[config.mk]
export PLATFORM = sky130hd
export DESIGN_NAME = tsq_sequencer_flat
export DESIGN_NICKNAME = d
export VERILOG_FILES = /design/src/pkg/tsq_pkg.sv /design/src/pkg/tsq_link_if.sv /design/src/tsq_sequencer.sv /design/src/flat_wrapper.sv
export SDC_FILE = /design/constraint.sdc
export NUM_CORES = 1
export LEC_CHECK = 0
export ABC_AREA = 1
export BUFFER_PORTS_ARGS = -buffer_cell sky130_fd_sc_hd__buf_2
export CORE_MARGIN = 4
export CORE_UTILIZATION = 57
export DETAILED_ROUTE_END_ITERATION = 10
export GPL_TIMING_DRIVEN = 0
export HOLD_SLACK_MARGIN = 0.08
export PLACE_DENSITY = 0.87
export SYNTH_ARGS = -nofsm -noshare
export SYNTH_HDL_FRONTEND = slang
export SYNTH_SLANG_ARGS = --single-unit
export TNS_END_PERCENT = 10
[constraint.sdc]
create_clock -name sys_clk -period 3.12 [get_ports sys_clk]
set_input_delay 0.468 -clock sys_clk [delete_from_list [all_inputs] [get_ports sys_clk]]
set_output_delay 0.468 -clock sys_clk [all_outputs]
set_load 0.05 [all_outputs]
[src/pkg/tsq_pkg.sv]
/*
 * Shared constants for the transceiver reset sequencer and its controller.
 * Assumes a single 20 MHz management clock shared by both ends.
 */
`default_nettype none
package tsq_pkg;
    localparam int CLK_PERIOD_NS = 50;
    localparam int PLL_PD_NS     = 1000;
    localparam int PLL_PD_CYC    = (PLL_PD_NS + CLK_PERIOD_NS - 1) / CLK_PERIOD_NS;
    localparam int RX_SETTLE_NS  = 4000;
    localparam int RX_SETTLE_CYC = (RX_SETTLE_NS + CLK_PERIOD_NS - 1) / CLK_PERIOD_NS;
    localparam int TRIG_HOLD_CYC = 2;
    localparam int CAL_CYC_DEF   = 64;
    localparam int NUM_CH_DEF    = 4;
    localparam int CNT_W         = 8;
    localparam logic [CNT_W-1:0] PLL_PD_LAST    = CNT_W'(PLL_PD_CYC - 1);
    localparam logic [CNT_W-1:0] RX_SETTLE_LAST = CNT_W'(RX_SETTLE_CYC - 1);
    localparam logic [1:0]       HOLD_LAST      = 2'(TRIG_HOLD_CYC - 1);

    localparam logic [3:0]  OFS_CTRL     = 4'h0;
    localparam logic [3:0]  OFS_STATUS   = 4'h4;
    localparam logic [3:0]  OFS_IRQ_STAT = 4'h8;
    localparam logic [3:0]  OFS_IRQ_MASK = 4'hC;
    localparam int          CTRL_RUN     = 0;
    localparam int          CTRL_RESTART = 1;
    localparam logic        CTRL_RUN_RST = 1'h1;
    localparam int          ST_TXRDY     = 0;
    localparam int          ST_RXRDY     = 1;
    localparam int          ST_DLOCK     = 2;
    localparam int          ST_RLOCK     = 3;
    localparam int          ST_CAL       = 4;
    localparam int          ST_RSTOUT    = 5;
    localparam int          IRQ_W        = 4;
    localparam int          IRQ_TXUP     = 0;
    localparam int          IRQ_RXUP     = 1;
    localparam int          IRQ_LOST     = 2;
    localparam int          IRQ_CALDONE  = 3;
    localparam logic [IRQ_W-1:0] IRQ_MASK_RST = 4'h0;

    typedef enum logic [2:0] {
        TX_HOLD  = 3'h0,
        TX_CAL   = 3'h1,
        TX_PLLPD = 3'h2,
        TX_LOCK  = 3'h3,
        TX_RUN   = 3'h4
    } tsq_tx_state_type;

    typedef enum logic [2:0] {
        RX_HOLD   = 3'h0,
        RX_WAIT   = 3'h1,
        RX_LOCK   = 3'h2,
        RX_SETTLE = 3'h3,
        RX_RUN    = 3'h4
    } tsq_rx_state_type;

    typedef enum logic [1:0] {
        CAL_OFF   = 2'h0,
        CAL_FIRST = 2'h1,
        CAL_BUSY  = 2'h2,
        CAL_DONE  = 2'h3
    } tsq_cal_state_type;
endpackage : tsq_pkg
`default_nettype wire

[src/pkg/tsq_link_if.sv]
/*
 * Link between the reset sequencer and the controlling logic.
 * Assumes both ends run on the same management clock.
 */
`timescale 1ns/100ps
`default_nettype none
interface tsq_link_if;
    logic seqTrigRst;
    logic calBusy;
    logic txReady;
    logic rxReady;
    logic cdrDataLockFlag;
    logic cdrRefLockFlag;

    modport seq (
        input  seqTrigRst,
        input  calBusy,
        output txReady,
        output rxReady,
        output cdrDataLockFlag,
        output cdrRefLockFlag
    );

    modport ctl (
        output seqTrigRst,
        output calBusy,
        input  txReady,
        input  rxReady,
        input  cdrDataLockFlag,
        input  cdrRefLockFlag
    );
endinterface : tsq_link_if
`default_nettype wire

[src/tsq_sequencer.sv]
/*
 * Embedded reset sequencer driving the PLL, PMA and PCS resets of all
 * channels of one transceiver instance.
 * Assumes lock inputs arrive asynchronously from the channels and that the
 * calibration busy flag is produced on the same management clock.
 */
// Chosen here: the Avalon-MM register port and the register addresses.
`timescale 1ns/100ps
`default_nettype none
module tsq_sequencer
    import tsq_pkg::*;
#(
    parameter int NUM_CH = NUM_CH_DEF
) (
    input  wire logic              sys_clk,
    input  wire logic              rst,
    tsq_link_if.seq                link,
    input  wire logic              pllLock,
    input  wire logic [NUM_CH-1:0] cdrRefLock,
    input  wire logic [NUM_CH-1:0] cdrDataLock,
    output var  logic              pllPowerdown,
    output var  logic [NUM_CH-1:0] txPmaReset,
    output var  logic [NUM_CH-1:0] txPcsReset,
    output var  logic [NUM_CH-1:0] rxPmaReset,
    output var  logic [NUM_CH-1:0] rxPcsReset
);

    // ***********************************************************************
    // Elaboration checks.
    // ***********************************************************************
    if (NUM_CH < 1) begin : gChkCh
        $error("NUM_CH must be at least one.");
    end
    if (PLL_PD_CYC >= 2**CNT_W || RX_SETTLE_CYC >= 2**CNT_W) begin : gChkCnt
        $error("Timing counts exceed the counter width.");
    end

    // ***********************************************************************
    // Input synchronisers.
    // ***********************************************************************
    localparam int SYNC_W = 2 * NUM_CH + 2;

    logic [SYNC_W-1:0] asyncIn;
    logic [SYNC_W-1:0] meta_q;
    logic [SYNC_W-1:0] sync_q;

    assign asyncIn = {link.seqTrigRst, pllLock, cdrRefLock, cdrDataLock};

    for (genvar i = 0; i < SYNC_W; i++) begin : gSync
        always_ff @(posedge sys_clk) begin
            meta_q[i] <= asyncIn[i];
            sync_q[i] <= meta_q[i];
        end
    end

    logic              trigHigh;
    logic              pllLockS;
    logic [NUM_CH-1:0] refLockS;
    logic [NUM_CH-1:0] dataLockS;
    logic              trigPrev_q;
    logic              trigFall;

    assign {trigHigh, pllLockS, refLockS, dataLockS} = sync_q;
    assign trigFall = trigPrev_q & ~trigHigh;

    always_ff @(posedge sys_clk) begin
        if (rst) begin
            trigPrev_q <= 1'b1;
        end else begin
            trigPrev_q <= trigHigh;
        end
    end

    // ***********************************************************************
    // Calibration tracking.
    // ***********************************************************************
    logic calSeen_q;
    logic calSeen_d;
    logic calDone;

    assign calSeen_d = trigHigh ? 1'b0 : (calSeen_q | link.calBusy);
    assign calDone   = calSeen_q & ~link.calBusy;

    always_ff @(posedge sys_clk) begin
        if (rst) begin
            calSeen_q <= 1'b0;
        end else begin
            calSeen_q <= calSeen_d;
        end
    end

    // ***********************************************************************
    // Transmit sequence.
    // ***********************************************************************
    tsq_tx_state_type txState_q;
    tsq_tx_state_type txState_d;
    logic [CNT_W-1:0] txCnt_q;
    logic [CNT_W-1:0] txCnt_d;
    logic             txCntEnd;

    assign txCntEnd = (txCnt_q == PLL_PD_LAST);

    always_comb begin
        txState_d = txState_q;
        txCnt_d   = '0;
        case (txState_q)
            TX_HOLD: begin
                if (trigFall) begin
                    txState_d = TX_CAL;
                end
            end
            TX_CAL: begin
                if (calDone) begin
                    txState_d = TX_PLLPD;
                end
            end
            TX_PLLPD: begin
                txCnt_d = txCnt_q + CNT_W'(1);
                if (txCntEnd) begin
                    txState_d = TX_LOCK;
                end
            end
            TX_LOCK: begin
                if (pllLockS) begin
                    txState_d = TX_RUN;
                end
            end
            TX_RUN: begin
                if (!pllLockS) begin
                    txState_d = TX_LOCK;
                end
            end
            default: begin
                txState_d = TX_HOLD;
            end
        endcase
        if (trigHigh) begin
            txState_d = TX_HOLD;
        end
    end

    // ***********************************************************************
    // Receive sequence.
    // ***********************************************************************
    tsq_rx_state_type rxState_q;
    tsq_rx_state_type rxState_d;
    logic [CNT_W-1:0] rxCnt_q;
    logic [CNT_W-1:0] rxCnt_d;
    logic             allDataLock;
    logic             rxCntEnd;

    assign allDataLock = &dataLockS;
    assign rxCntEnd    = (rxCnt_q == RX_SETTLE_LAST);

    always_comb begin
        rxState_d = rxState_q;
        rxCnt_d   = '0;
        case (rxState_q)
            RX_HOLD: begin
                if (trigFall) begin
                    rxState_d = RX_WAIT;
                end
            end
            RX_WAIT: begin
                if (calDone) begin
                    rxState_d = RX_LOCK;
                end
            end
            RX_LOCK: begin
                if (allDataLock) begin
                    rxState_d = RX_SETTLE;
                end
            end
            RX_SETTLE: begin
                rxCnt_d = rxCnt_q + CNT_W'(1);
                if (!allDataLock) begin
                    rxState_d = RX_LOCK;
                end else if (rxCntEnd) begin
                    rxState_d = RX_RUN;
                end
            end
            RX_RUN: begin
                if (!allDataLock) begin
                    rxState_d = RX_LOCK;
                end
            end
            default: begin
                rxState_d = RX_HOLD;
            end
        endcase
        if (trigHigh) begin
            rxState_d = RX_HOLD;
        end
    end

    always_ff @(posedge sys_clk) begin
        if (rst) begin
            txState_q <= TX_HOLD;
            rxState_q <= RX_HOLD;
            txCnt_q   <= '0;
            rxCnt_q   <= '0;
        end else begin
            txState_q <= txState_d;
            rxState_q <= rxState_d;
            txCnt_q   <= txCnt_d;
            rxCnt_q   <= rxCnt_d;
        end
    end

    // ***********************************************************************
    // Registered reset and status outputs, shared by all channels.
    // ***********************************************************************
    logic pllPd_d;
    logic txPma_d;
    logic txPcs_d;
    logic rxPma_d;
    logic rxPcs_d;
    logic dataFlag_d;
    logic refFlag_d;

    assign pllPd_d    = (txState_d == TX_HOLD) || (txState_d == TX_CAL) || (txState_d == TX_PLLPD);
    assign txPma_d    = pllPd_d;
    assign txPcs_d    = (txState_d != TX_RUN);
    assign rxPma_d    = (rxState_d == RX_HOLD) || (rxState_d == RX_WAIT);
    assign rxPcs_d    = (rxState_d != RX_RUN);
    assign dataFlag_d = allDataLock & ~rxPma_d;
    assign refFlag_d  = (&refLockS) & ~rxPma_d;

    logic pllPd_q;
    logic txPma_q;
    logic txPcs_q;
    logic rxPma_q;
    logic rxPcs_q;
    logic txReady_q;
    logic rxReady_q;
    logic dataFlag_q;
    logic refFlag_q;

    always_ff @(posedge sys_clk) begin
        if (rst) begin
            pllPd_q    <= 1'b1;
            txPma_q    <= 1'b1;
            txPcs_q    <= 1'b1;
            rxPma_q    <= 1'b1;
            rxPcs_q    <= 1'b1;
            txReady_q  <= 1'b0;
            rxReady_q  <= 1'b0;
            dataFlag_q <= 1'b0;
            refFlag_q  <= 1'b0;
        end else begin
            pllPd_q    <= pllPd_d;
            txPma_q    <= txPma_d;
            txPcs_q    <= txPcs_d;
            rxPma_q    <= rxPma_d;
            rxPcs_q    <= rxPcs_d;
            txReady_q  <= (txState_d == TX_RUN);
            rxReady_q  <= (rxState_d == RX_RUN);
            dataFlag_q <= dataFlag_d;
            refFlag_q  <= refFlag_d;
        end
    end

    assign pllPowerdown         = pllPd_q;
    assign txPmaReset           = {NUM_CH{txPma_q}};
    assign txPcsReset           = {NUM_CH{txPcs_q}};
    assign rxPmaReset           = {NUM_CH{rxPma_q}};
    assign rxPcsReset           = {NUM_CH{rxPcs_q}};
    assign link.txReady         = txReady_q;
    assign link.rxReady         = rxReady_q;
    assign link.cdrDataLockFlag = dataFlag_q;
    assign link.cdrRefLockFlag  = refFlag_q;

endmodule : tsq_sequencer
`default_nettype wire

[src/flat_wrapper.sv]
// flat-port wrapper written by rule: the top's interface ports become plain ports
module tsq_sequencer_flat import tsq_pkg::*;
#(
    parameter int NUM_CH = NUM_CH_DEF
)
  (sys_clk, rst, pllLock, cdrRefLock, cdrDataLock, pllPowerdown, txPmaReset, txPcsReset, rxPmaReset, rxPcsReset, link_seqTrigRst, link_calBusy, link_txReady, link_rxReady, link_cdrDataLockFlag, link_cdrRefLockFlag);
  tsq_link_if link_i ();
  input  wire logic sys_clk;
  input  wire logic rst;
  input  wire logic pllLock;
  input  wire logic [NUM_CH-1:0] cdrRefLock;
  input  wire logic [NUM_CH-1:0] cdrDataLock;
  output var  logic pllPowerdown;
  output var  logic [NUM_CH-1:0] txPmaReset;
  output var  logic [NUM_CH-1:0] txPcsReset;
  output var  logic [NUM_CH-1:0] rxPmaReset;
  output var  logic [NUM_CH-1:0] rxPcsReset;
  input wire logic [$bits(link_i.seqTrigRst)-1:0] link_seqTrigRst;
  input wire logic [$bits(link_i.calBusy)-1:0] link_calBusy;
  output wire logic [$bits(link_i.txReady)-1:0] link_txReady;
  output wire logic [$bits(link_i.rxReady)-1:0] link_rxReady;
  output wire logic [$bits(link_i.cdrDataLockFlag)-1:0] link_cdrDataLockFlag;
  output wire logic [$bits(link_i.cdrRefLockFlag)-1:0] link_cdrRefLockFlag;
  assign link_i.seqTrigRst = link_seqTrigRst;
  assign link_i.calBusy = link_calBusy;
  assign link_txReady = link_i.txReady;
  assign link_rxReady = link_i.rxReady;
  assign link_cdrDataLockFlag = link_i.cdrDataLockFlag;
  assign link_cdrRefLockFlag = link_i.cdrRefLockFlag;
  tsq_sequencer #(.NUM_CH(NUM_CH)) u_core (.sys_clk(sys_clk), .rst(rst), .link(link_i), .pllLock(pllLock), .cdrRefLock(cdrRefLock), .cdrDataLock(cdrDataLock), .pllPowerdown(pllPowerdown), .txPmaReset(txPmaReset), .txPcsReset(txPcsReset), .rxPmaReset(rxPmaReset), .rxPcsReset(rxPcsReset));
endmodule
==> metrics <==
outcome finished clean; post-synthesis mux area share 0%; Worst-path clk slew ~0.14 ns; Critical Path Fanout Max 4; Final period util between 50% and 60%; die area ~4200 um2; share of cells above drive strength 1 roughly a quarter; row cnt 20; # nets final 272; final hold vios 0; FMAX slightly above 600 MHz; max-slew violation count 0; Post-Synthesis Cells around 220; largest net degree at the start of global routing 17; unrepaired setup endpoints after global routing false; sequential fraction of the synthesis area 56.1%; Req. time, crit path 2.65 ns; clk_lat worst skew 0.36 ns; GPL Wtd Cong between 0.7 and 0.8; initial drt markers 76; Final TNS setup 0 ns; number of vias per cell 4.62; first-pass GRT wire length ~5400 um; Netlist Area Pre-Place approximately 1900 um2; Worst Hold Class input port to flop; Syn. warnings 0; Num CTS Buffers 5; Power Total 1.08 mW; clock sink count between 50 and 60; number of global-route vias before repair approximately 1,300; Synth async-reset ratio 0%; gr ovfl total 0; Critical Path End Type output port; Worst Max-Slew Pin Slew 0.288 ns; Peak VDD IR a little under 400 uV; Max H-tree Level 2; Pwr per Cell Area between 500 and 600 nW/um2; Routed WL around 3100 um; main combinational cell family by area after synthesis simple AND/OR/NAND/NOR gates; Routed Antenna Nets 0; All-Layer GR Usage between 15 and 20%; CP Launch Type flop; Post-DP HPWL about 2500 um; # diodes 0; CTS tree done; syn nets 233; WHS Path Cells 1; Synth Register Bits 52; Post-CTS Setup Bufs 0; number of max-cap violations 0; syn avg cell area around 8.5 um2; Post-synth EDFFs 0; Synth top area share 56.1%; Cell variety after synth 23; simple logic cell fraction of the synthesized area 22.5%; die height 65.0 um; post-cts sizing count 0; vias post-DR 1,394; Synth area leader dfxtp_1; synth-to-layout area growth 15.9%; Post-Synth Adder-Cell Area between 1 and 1.5%; WL/cell between 10 and 15 um; Synth Flop Type dfxtp_1; critical path type flop to output port; endpoints failing setup 0; Slew HR 80.6%; Clock Skews about 0.015 ns; Leak roughly 0.96 nW; DRC errors left 0; r2r worst-path depth 6; hold buffer count at cts 0; initial antenna violation count 0; placed cell count 294; Final Critical Period 1.63 ns; crit path DAT between 1 and 1.5 ns; IO Port Bufs 32; clock tree buffer depth 2; initial core utilization 60.2%; dominant cells by area after synthesis dfxtp_1, buf_4, nand2_1; reg-to-reg slack, setup 1.85 ns; Layout Cells excl Fill 302; Synth Area in Compound Gates 6.28%; DR pass1 iterations 4; area of the core slightly above 3000 um2; XOR/XNOR Fraction of Synth Area 0.472%; IO Pins 34; die width 65.0 um; Root Driver clkbuf_4
## cells in the mapped netlist (2+ instances only)
cell type,instances
dfxtp_1,52
nand2_1,32
inv_1,29
nor2_1,28
buf_4,16
a21oi_1,12
nand3_1,12
o21ai_0,8
nor3_1,5
nand4_1,4
inv_2,3
nor2_2,3
ha_1,2
nand2_2,2
nand3b_1,2
## power breakdown
part	internal (mW)	total, mW	switching [mW]
logic	0.0115	0.0271	0.0156
registers	0.680	0.686	0.00554
clock network	0.173	0.370	0.197
## final timing paths
path / endpoint / startpoint
worst max register to register: u_core.rxCnt_q[6]$_SDFF_PP0_ / u_core.rxCnt_q[0]$_SDFF_PP0_
worst max-delay path: txPcsReset[2] / u_core.txPcs_q$_SDFF_PP1_
worst min-delay path: u_core.meta_q[3]$_DFF_P_ / cdrDataLock[3]
worst min register to register: u_core.trigHigh$_DFF_P_ / u_core.meta_q[9]$_DFF_P_
## area by class of cell
class / instances / area, um2
sequential: 52 / 1040
fill: 244 / 928
multi-input combinational: 117 / 568
timing repair buffer: 32 / 160
buffer: 17 / 125
inverter: 32 / 120
tap: 44 / 55.1
clock buffer: 6 / 41.3
clock inverter: 2 / 38.8
## placed cells by master, fill, tap and decap left out
cell type / n
a21oi_1: 12
clkbuf_1: 1
inv_6: 1
ha_1: 2
clkbuf_4: 5
nor4_1: 1
buf_2: 33
inv_2: 3
inv_1: 29
dfxtp_1: 52
nor3b_1: 1
nand3b_1: 2
o21ai_2: 1
nor2_1: 28
nor3_1: 5
buf_4: 16
or2_2: 1
o21ai_0: 8
nor2_2: 3
nand2_2: 2
bufinv_16: 1
xor2_1: 1
nor3_4: 1
nand4_1: 4
nand2_1: 32
o31ai_1: 1
nand3_1: 12
## state kept, by name (all words and copies together) (netlist names)
signal	cells
u_core.link.rxReady	1
u_core.txPcs_q	1
u_core.pllLockS	1
u_core.link.cdrRefLockFlag	1
u_core.rxState_q	3
u_core.rxCnt_q	8
u_core.link.cdrDataLockFlag	1
u_core.pllPowerdown	1
u_core.txCnt_q	8
u_core.dataLockS	4
u_core.txState_q	3
u_core.refLockS	4
u_core.trigPrev_q	1
u_core.meta_q	10
u_core.calSeen_q	1
u_core.rxPma_q	1
u_core.rxPcs_q	1
u_core.link.txReady	1
u_core.trigHigh	1
## through the flow
step           utilization (%)  setup slack [ns]  instance area (um2)  hold WS [ns]
2_1_floorplan                -              1.70                 1850         0.310
3_3_place_gp              67.2              1.86                 2070         0.310
3_5_place_dp              67.2              1.84                 2070         0.315
4_1_cts                   69.8              1.48                 2150         0.189
5_1_grt                   69.8              1.41                 2150         0.154
6_report                  69.8              1.49                 2150         0.197
## cells by family (layout without fill, tap and decap cells)
family | Yosys count | in the layout
AOI/OAI and AO/OA | 22 | 22
xor gates and xnor gates | 1 | 1
adders and majority gates | 2 | 2
buffers and inverters | 49 | 89
DFF | 52 | 52
and+or+nand+nor | 92 | 92
## critical path: stages, from the launching register on
cell and delay [ns]:
dfxtp_1 0.42, buf_4 0.14, buf_2 0.25
## per-layer routing
metal / vias to the layer above / global-route usage [%] / routed length (um)
met4: 0 / 4.66 / 39
met5: - / 0 / 0
met1: 612 / 19.1 / 1330
met3: 6 / 5.37 / 158
li1: 743 / - / -
met2: 33 / 29.4 / 1610
Power figures use the tool's default switching activity.
